## src/hw/adc_pkg.sv

```systemverilog
/*
  Shared constants for the serial converter control block: control word
  layout, frame timing, power modes and the register map seen over APB.
  Assumes nothing of its surroundings; each design file that uses it refers to it by
  its package name.
*/
package adc_pkg;

  // ----------------------------------------------------------------------
  // Control word layout
  // ----------------------------------------------------------------------
  localparam logic [7:0] CTRL_RESET = 8'h00;
  localparam int REF_DISABLE_BIT = 5;
  localparam int CHANNEL_COUNT_SELECT_BIT = 4;
  localparam int CHANNEL_CHOICE_BIT = 3;
  localparam int POWER_MODE_HIGH_BIT = 1;
  localparam int POWER_MODE_LOW_BIT = 0;

  // ----------------------------------------------------------------------
  // Frame timing, counted in serial clock edges after select falls
  // ----------------------------------------------------------------------
  localparam logic [4:0] CTRL_BITS = 5'h08;
  localparam logic [4:0] FRAME_CLOCKS = 5'h10;
  localparam logic [4:0] LEAD_ZEROS = 5'h04;
  localparam logic [4:0] SAMPLE_RISE_INDEX = 5'h01;
  localparam logic [4:0] LAST_STEP_RISE_INDEX = 5'h0d;
  localparam logic [4:0] COUNT_MAX = 5'h1f;
  localparam logic [4:0] MSB_POSITION = 5'h0f;
  localparam logic [11:0] SAR_FIRST_TRIAL = 12'h800;

  // ----------------------------------------------------------------------
  // Power modes and power states
  // ----------------------------------------------------------------------
  typedef enum logic [1:0] {
    PM_SELECT_CONTROLLED = 2'b00,
    PM_ALWAYS_ON = 2'b01,
    PM_AUTO_SHUTDOWN = 2'b10,
    PM_AUTO_STANDBY = 2'b11
  } power_mode_t;

  typedef enum logic [1:0] {
    PWR_OFF = 2'b00,
    PWR_STANDBY = 2'b01,
    PWR_ON = 2'b10
  } power_state_t;

  // ----------------------------------------------------------------------
  // APB register map
  // ----------------------------------------------------------------------
  localparam logic [7:0] ADDR_CONTROL = 8'h00;
  localparam logic [7:0] ADDR_STATUS = 8'h04;
  localparam logic [7:0] ADDR_RESULT = 8'h08;
  localparam int STAT_POWER_LSB = 8;
  localparam int STAT_HOLD_BIT = 10;

endpackage : adc_pkg

```

## src/hw/pin_sync.sv

```systemverilog
/*
  Two-stage synchroniser for a group of independent level inputs.
  Assumes each bit is a level from outside the clk domain; the first stage
  is read by the second stage only.
*/
`timescale 1ns/100ps
module pin_sync #(
  parameter int WIDTH = 4,
  parameter logic [WIDTH-1:0] INIT = '0
) (
  input wire logic clk,
  input wire logic reset,
  input wire logic [WIDTH-1:0] async_in,
  output logic [WIDTH-1:0] sync_out
);

  logic [WIDTH-1:0] stage1;

  always_ff @(posedge clk)
  begin
    if (reset)
    begin
      stage1 <= INIT;
      sync_out <= INIT;
    end
    else
    begin
      stage1 <= async_in;
      sync_out <= stage1;
    end
  end

endmodule : pin_sync

```

## src/hw/sar_engine.sv

```systemverilog
/*
  Successive-approximation register for a 12-bit straight binary result.
  Assumes start and step are single-cycle pulses derived from serial clock
  rising edges and that compare_high is already synchronised to clk.
*/
`timescale 1ns/100ps
module sar_engine (
  input wire logic clk,
  input wire logic reset,
  input wire logic start,
  input wire logic step,
  input wire logic compare_high,
  output logic [11:0] trial,
  output logic [11:0] result,
  output logic hold
);

  logic [11:0] mask;
  logic [11:0] next_trial;
  logic [11:0] next_result;
  logic [11:0] next_mask;
  logic next_hold;

  // ----------------------------------------------------------------------
  // Binary search, one decision per step
  // ----------------------------------------------------------------------
  always_comb
  begin
    next_trial = trial;
    next_result = result;
    next_mask = mask;
    next_hold = hold;
    if (start)
    begin
      next_trial = adc_pkg::SAR_FIRST_TRIAL;
      next_mask = adc_pkg::SAR_FIRST_TRIAL;
      next_hold = 1'b1;
    end
    else if (step && hold)
    begin
      // A trial code weight of one equals one step of reference/4096.
      next_trial = (compare_high ? trial : (trial & ~mask)) | (mask >> 1);
      next_mask = mask >> 1;
      if (mask == 12'h001)
      begin
        next_result = next_trial;
        next_hold = 1'b0;
      end
    end
  end

  always_ff @(posedge clk)
  begin
    if (reset)
    begin
      trial <= 12'h000;
      result <= 12'h000;
      mask <= 12'h000;
      hold <= 1'b0;
    end
    else
    begin
      trial <= next_trial;
      result <= next_result;
      mask <= next_mask;
      hold <= next_hold;
    end
  end
endmodule : sar_engine

```

## src/hw/serial_adc_power_control.sv

```systemverilog
/*
  Control and readout logic of a 12-bit serial converter: control word
  capture, result framing, power-mode sequencing and an APB register view.
  Assumes select, serial clock, serial input and the comparator arrive from
  outside the clk domain; serial clock edges are found by sampling it.
*/
// Local design decisions: the register addresses and register access over APB.
// Contract
// - Mode 00: powered while select low, shut down while select high.
// - Mode 01: always fully powered regardless of inputs.
// - Mode 10: full shutdown automatically at the end of each conversion.
// - Mode 11: standby after each conversion, reference stays on.
// - Serial clock both shifts data and steps the conversion.
// - Results are unsigned straight binary, zero input gives code zero.
// - Code transitions at whole multiples of reference over 4096.
// - Result word: four zeros, then 12 result bits MSB first.
// - Dual-channel mode uses supply as reference.
// - Reference enabled when reference-disable is 0, off when 1.
// - Supports 125 kSPS with a 2 MHz serial clock.
// - 8-bit control word, MSB first, on first eight rises; 16 clocks.
// - Control word clears to zero at power-up.
// - Auto modes: down on 16th rise, up on first fall after select.
`timescale 1ns/100ps
module serial_adc_power_control (
  input wire logic clk,
  input wire logic reset,
  input wire logic [7:0] paddr,
  input wire logic psel,
  input wire logic penable,
  input wire logic pwrite,
  input wire logic [31:0] pwdata,
  output logic pready,
  output logic [31:0] prdata,
  output logic pslverr,
  input wire logic select_n,
  input wire logic sclk,
  input wire logic din,
  input wire logic compare_high,
  output logic dout,
  output logic dout_oe,
  output logic [11:0] dac_code,
  output logic sample_hold,
  output logic powered_up,
  output logic standby,
  output logic ref_enable,
  output logic use_supply_ref,
  output logic channel_choice
);

  logic [3:0] pins_s;
  logic select_n_s;
  logic sclk_s;
  logic din_s;
  logic compare_s;
  logic select_q;
  logic sclk_q;
  logic cs_fall;
  logic in_frame;
  logic sclk_rise;
  logic sclk_fall;
  logic sar_start;
  logic sar_step;
  logic rise16;
  logic first_fall;
  logic [11:0] result;
  logic [4:0] rise_count;
  logic [4:0] fall_count;
  logic [6:0] shift;
  logic [7:0] ctrl;
  logic [4:0] next_rise_count;
  logic [4:0] next_fall_count;
  logic [6:0] next_shift;
  logic [7:0] next_ctrl;
  logic next_dout;
  logic next_dout_oe;
  adc_pkg::power_mode_t mode;
  adc_pkg::power_state_t power;
  adc_pkg::power_state_t next_power;
  logic apb_access;
  logic apb_write_ctrl;
  logic next_pready;
  logic [31:0] next_prdata;
  logic next_pslverr;

  function automatic logic serial_bit(input logic [4:0] n,
                                      input logic [11:0] code);
    logic bit_value;
    bit_value = 1'b0;
    if (n >= adc_pkg::LEAD_ZEROS && n < adc_pkg::FRAME_CLOCKS)
    begin
      bit_value = code[4'(adc_pkg::MSB_POSITION - n)];
    end
    return bit_value;
  endfunction : serial_bit

  // ----------------------------------------------------------------------
  // Pin synchronisers and edge detection
  // ----------------------------------------------------------------------
  // Idle levels: select high, serial clock high, so no false edge at reset.
  pin_sync #(.WIDTH(4), .INIT(4'h3)) pins (
    .clk(clk),
    .reset(reset),
    .async_in({compare_high, din, sclk, select_n}),
    .sync_out(pins_s)
  );

  assign select_n_s = pins_s[0];
  assign sclk_s = pins_s[1];
  assign din_s = pins_s[2];
  assign compare_s = pins_s[3];
  assign cs_fall = select_q && !select_n_s;
  assign in_frame = !select_n_s && !cs_fall;
  // Sampling at 200 MHz leaves ample margin for a 2 MHz serial clock.
  assign sclk_rise = in_frame && sclk_s && !sclk_q;
  assign sclk_fall = in_frame && !sclk_s && sclk_q;
  // The converter has no clock of its own: serial edges step it.
  assign sar_start = sclk_rise &&
    (rise_count == adc_pkg::SAMPLE_RISE_INDEX);
  assign sar_step = sclk_rise && (rise_count > adc_pkg::SAMPLE_RISE_INDEX) &&
    (rise_count <= adc_pkg::LAST_STEP_RISE_INDEX);
  assign rise16 = sclk_rise &&
    (rise_count == adc_pkg::FRAME_CLOCKS - 5'h01);
  assign first_fall = sclk_fall && (fall_count == 5'h00);
  assign mode = adc_pkg::power_mode_t'(
    ctrl[adc_pkg::POWER_MODE_HIGH_BIT:adc_pkg::POWER_MODE_LOW_BIT]);

  sar_engine sar (
    .clk(clk),
    .reset(reset),
    .start(sar_start),
    .step(sar_step),
    .compare_high(compare_s),
    .trial(dac_code),
    .result(result),
    .hold(sample_hold)
  );

  // ----------------------------------------------------------------------
  // Frame: control word capture and result shifting
  // ----------------------------------------------------------------------
  assign apb_access = psel && penable && pready;
  assign apb_write_ctrl = apb_access && pwrite &&
    (paddr == adc_pkg::ADDR_CONTROL);

  always_comb
  begin
    next_rise_count = rise_count;
    next_fall_count = fall_count;
    next_shift = shift;
    next_ctrl = ctrl;
    next_dout = dout;
    next_dout_oe = dout_oe;
    if (apb_write_ctrl)
    begin
      next_ctrl = pwdata[7:0];
    end
    if (cs_fall)
    begin
      next_rise_count = 5'h00;
      next_fall_count = 5'h00;
      next_shift = 7'h00;
      next_dout = 1'b0;
      next_dout_oe = 1'b1;
    end
    else if (select_n_s)
    begin
      next_dout = 1'b0;
      next_dout_oe = 1'b0;
    end
    else
    begin
      if (sclk_rise)
      begin
        if (rise_count != adc_pkg::COUNT_MAX)
        begin
          next_rise_count = rise_count + 5'h01;
        end
        if (rise_count < adc_pkg::CTRL_BITS)
        begin
          next_shift = {shift[5:0], din_s};
        end
        // Serial load wins over a coincident APB write.
        if (rise_count == adc_pkg::CTRL_BITS - 5'h01)
        begin
          next_ctrl = {shift, din_s};
        end
      end
      if (sclk_fall)
      begin
        if (fall_count != adc_pkg::COUNT_MAX)
        begin
          next_fall_count = fall_count + 5'h01;
        end
        next_dout = serial_bit(fall_count + 5'h01, dac_code);
      end
    end
  end

  always_ff @(posedge clk)
  begin
    if (reset)
    begin
      select_q <= 1'b1;
      sclk_q <= 1'b1;
      rise_count <= 5'h00;
      fall_count <= 5'h00;
      shift <= 7'h00;
      ctrl <= adc_pkg::CTRL_RESET;
      dout <= 1'b0;
      dout_oe <= 1'b0;
    end
    else
    begin
      select_q <= select_n_s;
      sclk_q <= sclk_s;
      rise_count <= next_rise_count;
      fall_count <= next_fall_count;
      shift <= next_shift;
      ctrl <= next_ctrl;
      dout <= next_dout;
      dout_oe <= next_dout_oe;
    end
  end

  // ----------------------------------------------------------------------
  // Power sequencing and analog controls
  // ----------------------------------------------------------------------
  always_comb
  begin
    next_power = power;
    case (mode)
      adc_pkg::PM_SELECT_CONTROLLED:
      begin
        next_power = select_n_s ? adc_pkg::PWR_OFF : adc_pkg::PWR_ON;
      end
      adc_pkg::PM_ALWAYS_ON:
      begin
        next_power = adc_pkg::PWR_ON;
      end
      adc_pkg::PM_AUTO_SHUTDOWN, adc_pkg::PM_AUTO_STANDBY:
      begin
        if (rise16)
        begin
          next_power = (mode == adc_pkg::PM_AUTO_STANDBY) ?
            adc_pkg::PWR_STANDBY : adc_pkg::PWR_OFF;
        end
        else if (first_fall)
        begin
          next_power = adc_pkg::PWR_ON;
        end
      end
      default:
      begin
        next_power = adc_pkg::PWR_OFF;
      end
    endcase
  end

  always_ff @(posedge clk)
  begin
    if (reset)
    begin
      power <= adc_pkg::PWR_OFF;
      powered_up <= 1'b0;
      standby <= 1'b0;
      ref_enable <= 1'b0;
      use_supply_ref <= 1'b0;
      channel_choice <= 1'b0;
    end
    else
    begin
      power <= next_power;
      powered_up <= (next_power == adc_pkg::PWR_ON);
      standby <= (next_power == adc_pkg::PWR_STANDBY);
      // Standby keeps the reference alive so wake-up stays short.
      ref_enable <= !ctrl[adc_pkg::REF_DISABLE_BIT] &&
        (next_power != adc_pkg::PWR_OFF);
      use_supply_ref <= ctrl[adc_pkg::CHANNEL_COUNT_SELECT_BIT];
      channel_choice <= ctrl[adc_pkg::CHANNEL_COUNT_SELECT_BIT] &&
        ctrl[adc_pkg::CHANNEL_CHOICE_BIT];
    end
  end

  // ----------------------------------------------------------------------
  // APB slave, one wait state on every access
  // ----------------------------------------------------------------------
  always_comb
  begin
    next_pready = psel && penable && !pready;
    next_prdata = 32'h0000_0000;
    next_pslverr = 1'b0;
    if (next_pready)
    begin
      case (paddr)
        adc_pkg::ADDR_CONTROL: next_prdata = {24'h00_0000, ctrl};
        adc_pkg::ADDR_STATUS:
        begin
          next_prdata = 32'(rise_count) |
            (32'(power) << adc_pkg::STAT_POWER_LSB) |
            (32'(sample_hold) << adc_pkg::STAT_HOLD_BIT);
        end
        adc_pkg::ADDR_RESULT: next_prdata = {20'h0_0000, result};
        default: next_pslverr = 1'b1;
      endcase
      if (pwrite)
      begin
        next_prdata = 32'h0000_0000;
      end
    end
  end

  always_ff @(posedge clk)
  begin
    if (reset)
    begin
      pready <= 1'b0;
      prdata <= 32'h0000_0000;
      pslverr <= 1'b0;
    end
    else
    begin
      pready <= next_pready;
      prdata <= next_prdata;
      pslverr <= next_pslverr;
    end
  end
endmodule : serial_adc_power_control

```

## config.mk

```make
export PLATFORM = sky130hd
export DESIGN_NAME = serial_adc_power_control
export DESIGN_NICKNAME = d
export VERILOG_FILES = /design/src/hw/adc_pkg.sv /design/src/hw/pin_sync.sv /design/src/hw/sar_engine.sv /design/src/hw/serial_adc_power_control.sv
export SDC_FILE = /design/constraint.sdc
export NUM_CORES = 1
export LEC_CHECK = 0
export BUFFER_PORTS_ARGS = -buffer_cell sky130_fd_sc_hd__buf_2
export CORE_UTILIZATION = 50
export DETAILED_ROUTE_END_ITERATION = 16
export PLACE_DENSITY = 0.85
export SLEW_MARGIN = 20
export SYNTH_ARGS = -nofsm -noshare
export SYNTH_HDL_FRONTEND = slang
export SYNTH_SLANG_ARGS = --single-unit
```

## constraint.sdc

```tcl
create_clock -name clk -period 2.15 [get_ports clk]
set_input_delay 0 -clock clk [delete_from_list [all_inputs] [get_ports clk]]
set_output_delay 0 -clock clk [all_outputs]
set_load 0.01 [all_outputs]
```

==> impl_metrics.tcl, run 1 <==
set metrics [dict create \
    status "finished, final reports clean" \
    vias_per_cell 5.68 \
    critPathLaunchType "flip-flop" \
    crit_type "reg2reg" \
    fin_cells 641 \
    numCtsBuffers 9 \
    worstRegToRegCells 5 \
    ant_nets 0 \
    io_pins 103 \
    design.core.area_mm2 0.00818 \
    power.total_uw 3250 \
    wl_per_cell_um 15.3 \
    synthesis.area_mm2 0.00422 \
    placed_area_mm2 0.00458 \
    cpMaxStageDelayCell "mux2_2" \
    ys_seq_area_share_pct 45.0 \
    start_util_pct 51.7 \
    path_max_fanout 24 \
    power_density_mw_per_mm2 652 \
    drive_gt1_share_pct 20.3 \
    dr.pass1.iters 5 \
    synth-async-reset-ratio_pct 0 \
    grt_max_degree 27 \
    ys_seq_elements 95 \
    diodes 0 \
    r2r_start "rise_count[0]" \
    synth_cell_type_count 55 \
    worst_setup_path_end_kind "flip-flop" \
    die_h_um 93.9 \
    mostFrequentLayoutCell "dfxtp_1" \
    hold_start "pwdata[6]" \
    power_frac_seq_pct 54.7 \
    p_clk_share_pct 41.2 \
    power_switching_uw 717 \
    power_frac_comb_pct 4.1 \
    mostFrequentLayoutCells "dfxtp_1, buf_2, a21oi_1" \
    syn_area_per_cell_um2 9.24 \
    hpwl_mm 6.75 \
    synthFlopType "dfxtp_1" \
    synth.area.top_cells "dfxtp_1, a21oi_1, mux2i_1" \
    hold_depth 3 \
    arrival_ps 2240 \
    internal_power_uw 2530 \
    antenna_found_initial 0 \
    post_cts_buffers 0 \
    synth.largest_area_cell "dfxtp_1" \
    n_fill_cell 662 \
    drt-total-wl_mm 9.79 \
    clockBufferDepth 2 \
    leakagePower_uw 0.00200 \
    cp_cell_sequence "ha_1, o21bai_1, mux2_2, a31oi_1, a311oi_1" \
    synth_edf_count 0 \
    required_ps 2430 \
    port_buffers 58 \
    grt_pass1_vias 3487 \
    globalplace.congestion 0.837 \
    setup_viol 0 \
    fin_crit_sh_pct 91.2 \
    setup_ws_ps 189 \
    r2r_end "sar.result[6]" \
    fin_skew_ps 8.34 \
    overflow 0 \
    die_x_um 93.9 \
    worstMarginPinSlew_ps 576 \
    path_clk_slew_ps 90 \
    vias 3644 \
    fin_area_mm2 0.00498 \
    fin_tns_setup_ps 0 \
    peakVddDrop_uv 351 \
    rsz0062_at_grt "no" \
    ff2ff_setup_slack_ps 190 \
    grt_usage_pct 23.5 \
    htreeDepth 3 \
    fmaxAchievable_mhz 510 \
    slew_headroom_pct 61.1 \
    cts_sinks 95 \
    hold-path-endpoint "ctrl[6]" \
    drt_iter0_markers 197 \
    netlist.area_leader.share_pct 45.0 \
    pre_cts_ws_ps 203 \
    place_inst 608 \
    syn_inst 457 \
    hold_class "in2reg" \
    root_buffer "clkbuf_8" \
    insertion_delay_ps 370 \
    worst_path_largest_cell_delay_ps 590 \
    yosysWarnings 0 \
    finalHoldViolCount 0 \
    std_cell_rows 33 \
    die_area_mm2 0.00882 \
    fin_nets 587 \
    drv_cap 0 \
    switching_share_pct 22.1 \
    grt_pass1_wl_mm 16.3 \
    drc 0 \
    period_needed_ps 1960 \
    slew_viol_final 0 \
    area_growth_pct 18.0 \
    cts_tree "yes" \
]
==> cell families after synthesis <==
family	after synthesis	synth area share, %
buffers and inverters	57	7.14
and+or+nand+nor	146	19.5
xor gates and xnor gates	8	1.66
muxes	26	7.38
other	1	0.0888
DFF	95	45.0
adders and majority gates	7	2.07
AOI/OAI and AO/OA	117	17.2
==> worst max-delay path by stage <==
| stage | from | to | slack [ps] | cells after the start |
|---|---|---|---|---|
| after global placement | rise_count[0] | sar.mask[5] | 280 | 6 |
| after CTS | rise_count[4] | sar.trial[0] | 190 | 6 |
| after floorplan | fall_count[0] | dout | 310 | 7 |
| final | rise_count[0] | sar.result[6] | 190 | 5 |
| after detailed placement | rise_count[4] | sar.trial[6] | 200 | 6 |
| after global routing | rise_count[0] | sar.result[8] | 40 | 5 |
==> final cells by class <==
| class | instances | area [um^2] | area share (%) |
|---|---|---|---|
| inverter | 8 | 30.0 | 0.603 |
| multi-input combinational | 324 | 2090 | 42.0 |
| sequential | 95 | 1900 | 38.2 |
| clock buffer | 11 | 141 | 2.84 |
| timing repair buffer | 93 | 596 | 12.0 |
| tap | 105 | 131 | 2.64 |
| clock inverter | 5 | 88.8 | 1.78 |
==> sequential cells by signal (all words and copies together) (netlist names), 5 cells and up <==
register,count
rise_count,5
prdata,12
ctrl,8
sar.mask,12
fall_count,5
shift,7
sar.result,12
sar.trial,12
==> power by group through the flow <==
stage	Clock, uW	Combinational [uW]	Sequential, uW
after floorplan	0	97.5	1820
after global routing	1430	148	1780
after CTS	1350	133	1780
after global placement	0	106	1820
final	1340	135	1780
after detailed placement	0	109	1820
==> routing by layer <==
| metal | share of wire [%] | track usage, % | up-vias |
|---|---|---|---|
| met5 | 0 | 0 | - |
| met4 | 3.2 | 12.8 | 0 |
| met3 | 5.3 | 3.24 | 27 |
| met2 | 49 | 40.1 | 145 |
| met1 | 42 | 28.5 | 1712 |
| li1 | - | - | 1760 |
==> worst max-delay path: cells and delay by family, from the launching register on <==
family	cells	cell delay, ps
AOI/OAI and AO/OA	3	670
adders and majority gates	1	240
DFF	1	380
muxes	1	590
==> repair_timing <==
action | 4_1_cts | 5_1_grt
endpoints found under the hold margin | 18 | 0
endpoints found under the setup margin | 0 | 21
hold buffers | 17 | 0
gates resized for setup | 0 | 1
==> stage by stage <==
step	utilization, %	hold slack [ps]
2_1_floorplan	-	79.1
3_3_place_gp	56.0	187
3_5_place_dp	56.0	193
4_1_cts	60.9	20.8
5_1_grt	61.0	24.1
6_report	61.0	21.1
==> synthesized netlist by cell type, drive strengths merged, types with 7 or more instances <==
cell type / instances
dfxtp: 95
o21ai: 14
buf: 32
nand3: 23
inv: 8
mux2i: 22
ha: 7
nand2b: 16
nand2: 17
a211oi: 19
a31oi: 10
nor2b: 8
a311oi: 9
xnor2: 7
clkbuf: 17
nor2: 38
a21oi: 49
(Power assumes the default switching activity.)
==> inputs of run 2 (changes only) <==
- clock period: 2.15 -> 2.2 ns (I/O delays scaled with it)
==> run 2 against run 1 <==
Against the previous run:
- final cell count down 0.47%
- fmax is 4.3% lower
- first-iteration DRC count grew 0.51%
- global-route usage decreased by 0.52 points
- worst hold slack improved by 72 ps
- count of clock-buffer cells in the layout is 1 lower
- clock power decreased by 18%
- sequential cell count did not move
- worst setup slack worse by 38 ps
- power shrank 8.6%
==> impl_metrics.tcl, run 2 (same netlist as run 1, synthesis figures left out) <==
set metrics [dict create \
    status "finished, final reports clean" \
    power.total_uw 2970 \
    cts_tree "yes" \
    fin_skew_ps 13.6 \
    hold_class "in2reg" \
    mostFrequentLayoutCells "dfxtp_1, buf_2, a21oi_1" \
    globalplace.congestion 0.836 \
    setup_ws_ps 151 \
    finalHoldViolCount 0 \
    die_h_um 93.9 \
    port_buffers 58 \
    fin_crit_sh_pct 93.1 \
    design.core.area_mm2 0.00818 \
    place_inst 604 \
    drt_iter0_markers 198 \
    arrival_ps 2320 \
    crit_type "reg2reg" \
    numCtsBuffers 9 \
    clockBufferDepth 2 \
    post_cts_buffers 0 \
    grt_pass1_wl_mm 15.7 \
    period_needed_ps 2050 \
    die_x_um 93.9 \
    std_cell_rows 33 \
    grt_max_degree 31 \
    path_max_fanout 24 \
    fin_cells 638 \
    drv_cap 0 \
    area_growth_pct 16.8 \
    overflow 0 \
    cp_cell_sequence "inv_1, ha_1, o21bai_1, mux2_2, a31oi_1, a311oi_1" \
    hold_buffers 18 \
    fin_nets 584 \
    ctsResizeCount 0 \
    antenna_found_initial 0 \
    dr.pass1.iters 5 \
    drive_gt1_share_pct 19.7 \
    leakagePower_uw 0.00197 \
    critPathLaunchType "flip-flop" \
    utilization_pct 60.3 \
    setup_viol 0 \
    die_area_mm2 0.00882 \
    ant_nets 0 \
    vias_per_cell 5.68 \
    fmaxAchievable_mhz 488 \
    rsz0062_at_grt "no" \
    htreeDepth 3 \
    worst_path_largest_cell_delay_ps 580 \
    cpMaxStageDelayCell "mux2_2" \
    cts_sinks 95 \
    diodes 0 \
    wl_per_cell_um 15.2 \
    power_density_mw_per_mm2 602 \
    path_clk_slew_ps 100 \
    peakVddDrop_uv 315 \
    grt_usage_pct 23.0 \
    pre_cts_ws_ps 157 \
    hpwl_mm 6.68 \
    worstMarginPinSlew_ps 691 \
    required_ps 2470 \
    start_util_pct 51.7 \
    drt-total-wl_mm 9.67 \
    drc 0 \
    mostFrequentLayoutCell "dfxtp_1" \
    worst_setup_path_end_kind "flip-flop" \
    slew_headroom_pct 53.8 \
    fin_tns_setup_ps 0 \
    vias 3622 \
    io_pins 103 \
    root_buffer "clkbuf_8" \
    slew_viol_final 0 \
    grt_pass1_vias 3354 \
    insertion_delay_ps 370 \
]
[run 2: cell count changes in the layout (fill, tap and decap cells not counted), sizes merged]
| cell | change |
|---|---|
| buf | -4 |
| bufinv | -2 |
| dlygate4sd3 | +1 |
| inv | +2 |
| clkbuf | -1 |
| clkinv | +1 |
[run 2: final cells by class]
class | count | area, um^2
clock buffer | 10 | 138
inverter | 8 | 30.0
timing repair buffer | 90 | 588
multi-input combinational | 324 | 2090
sequential | 95 | 1900
tap | 105 | 131
fill | 698 | 3240
clock inverter | 6 | 51.3
[run 2: critical path, delay by kind of cell, from the launching register on]
kind | cells | cell delay [ps]
compound gates | 3 | 670
mux | 1 | 580
flops | 1 | 450
fa+ha+maj | 1 | 190
buf+inv | 1 | 80
[run 2: per-layer routing]
| metal | vias to the layer above | share of wire (%) | GRT usage (%) |
|---|---|---|---|
| met3 | 18 | 7.0 | 3.72 |
| met1 | 1701 | 40 | 26.4 |
| met5 | - | 0 | 0 |
| met4 | 0 | 2.3 | 11.2 |
| li1 | 1751 | - | - |
| met2 | 152 | 51 | 41.2 |
[run 2: final timing paths]
path                            slack, ps  depth (start not counted)                to            from
worst max-delay path                  150                          6    sar.result[10]   rise_count[1]
worst min-delay path                   90                          4           pslverr        paddr[6]
worst max register to register        150                          6    sar.result[10]   rise_count[1]
worst min register to register        410                          1  pins.sync_out[0]  pins.stage1[0]
[run 2: metrics by stage]
| step | hold WS, ps | cell area [um^2] |
|---|---|---|
| final | 93.2 | 4930 |
| after global routing | 122 | 4930 |
| after CTS | 78.1 | 4930 |
| after detailed placement | 188 | 4560 |
| after global placement | 189 | 4560 |
| after floorplan | 79.1 | 4300 |
[run 2: power breakdown]
part / total [uW] / internal [uW] / switching (uW)
combinational: 132 / 62.1 / 69.9
clock: 1100 / 462 / 639
sequential: 1740 / 1730 / 8.25
total: 2970 / 2250 / 717
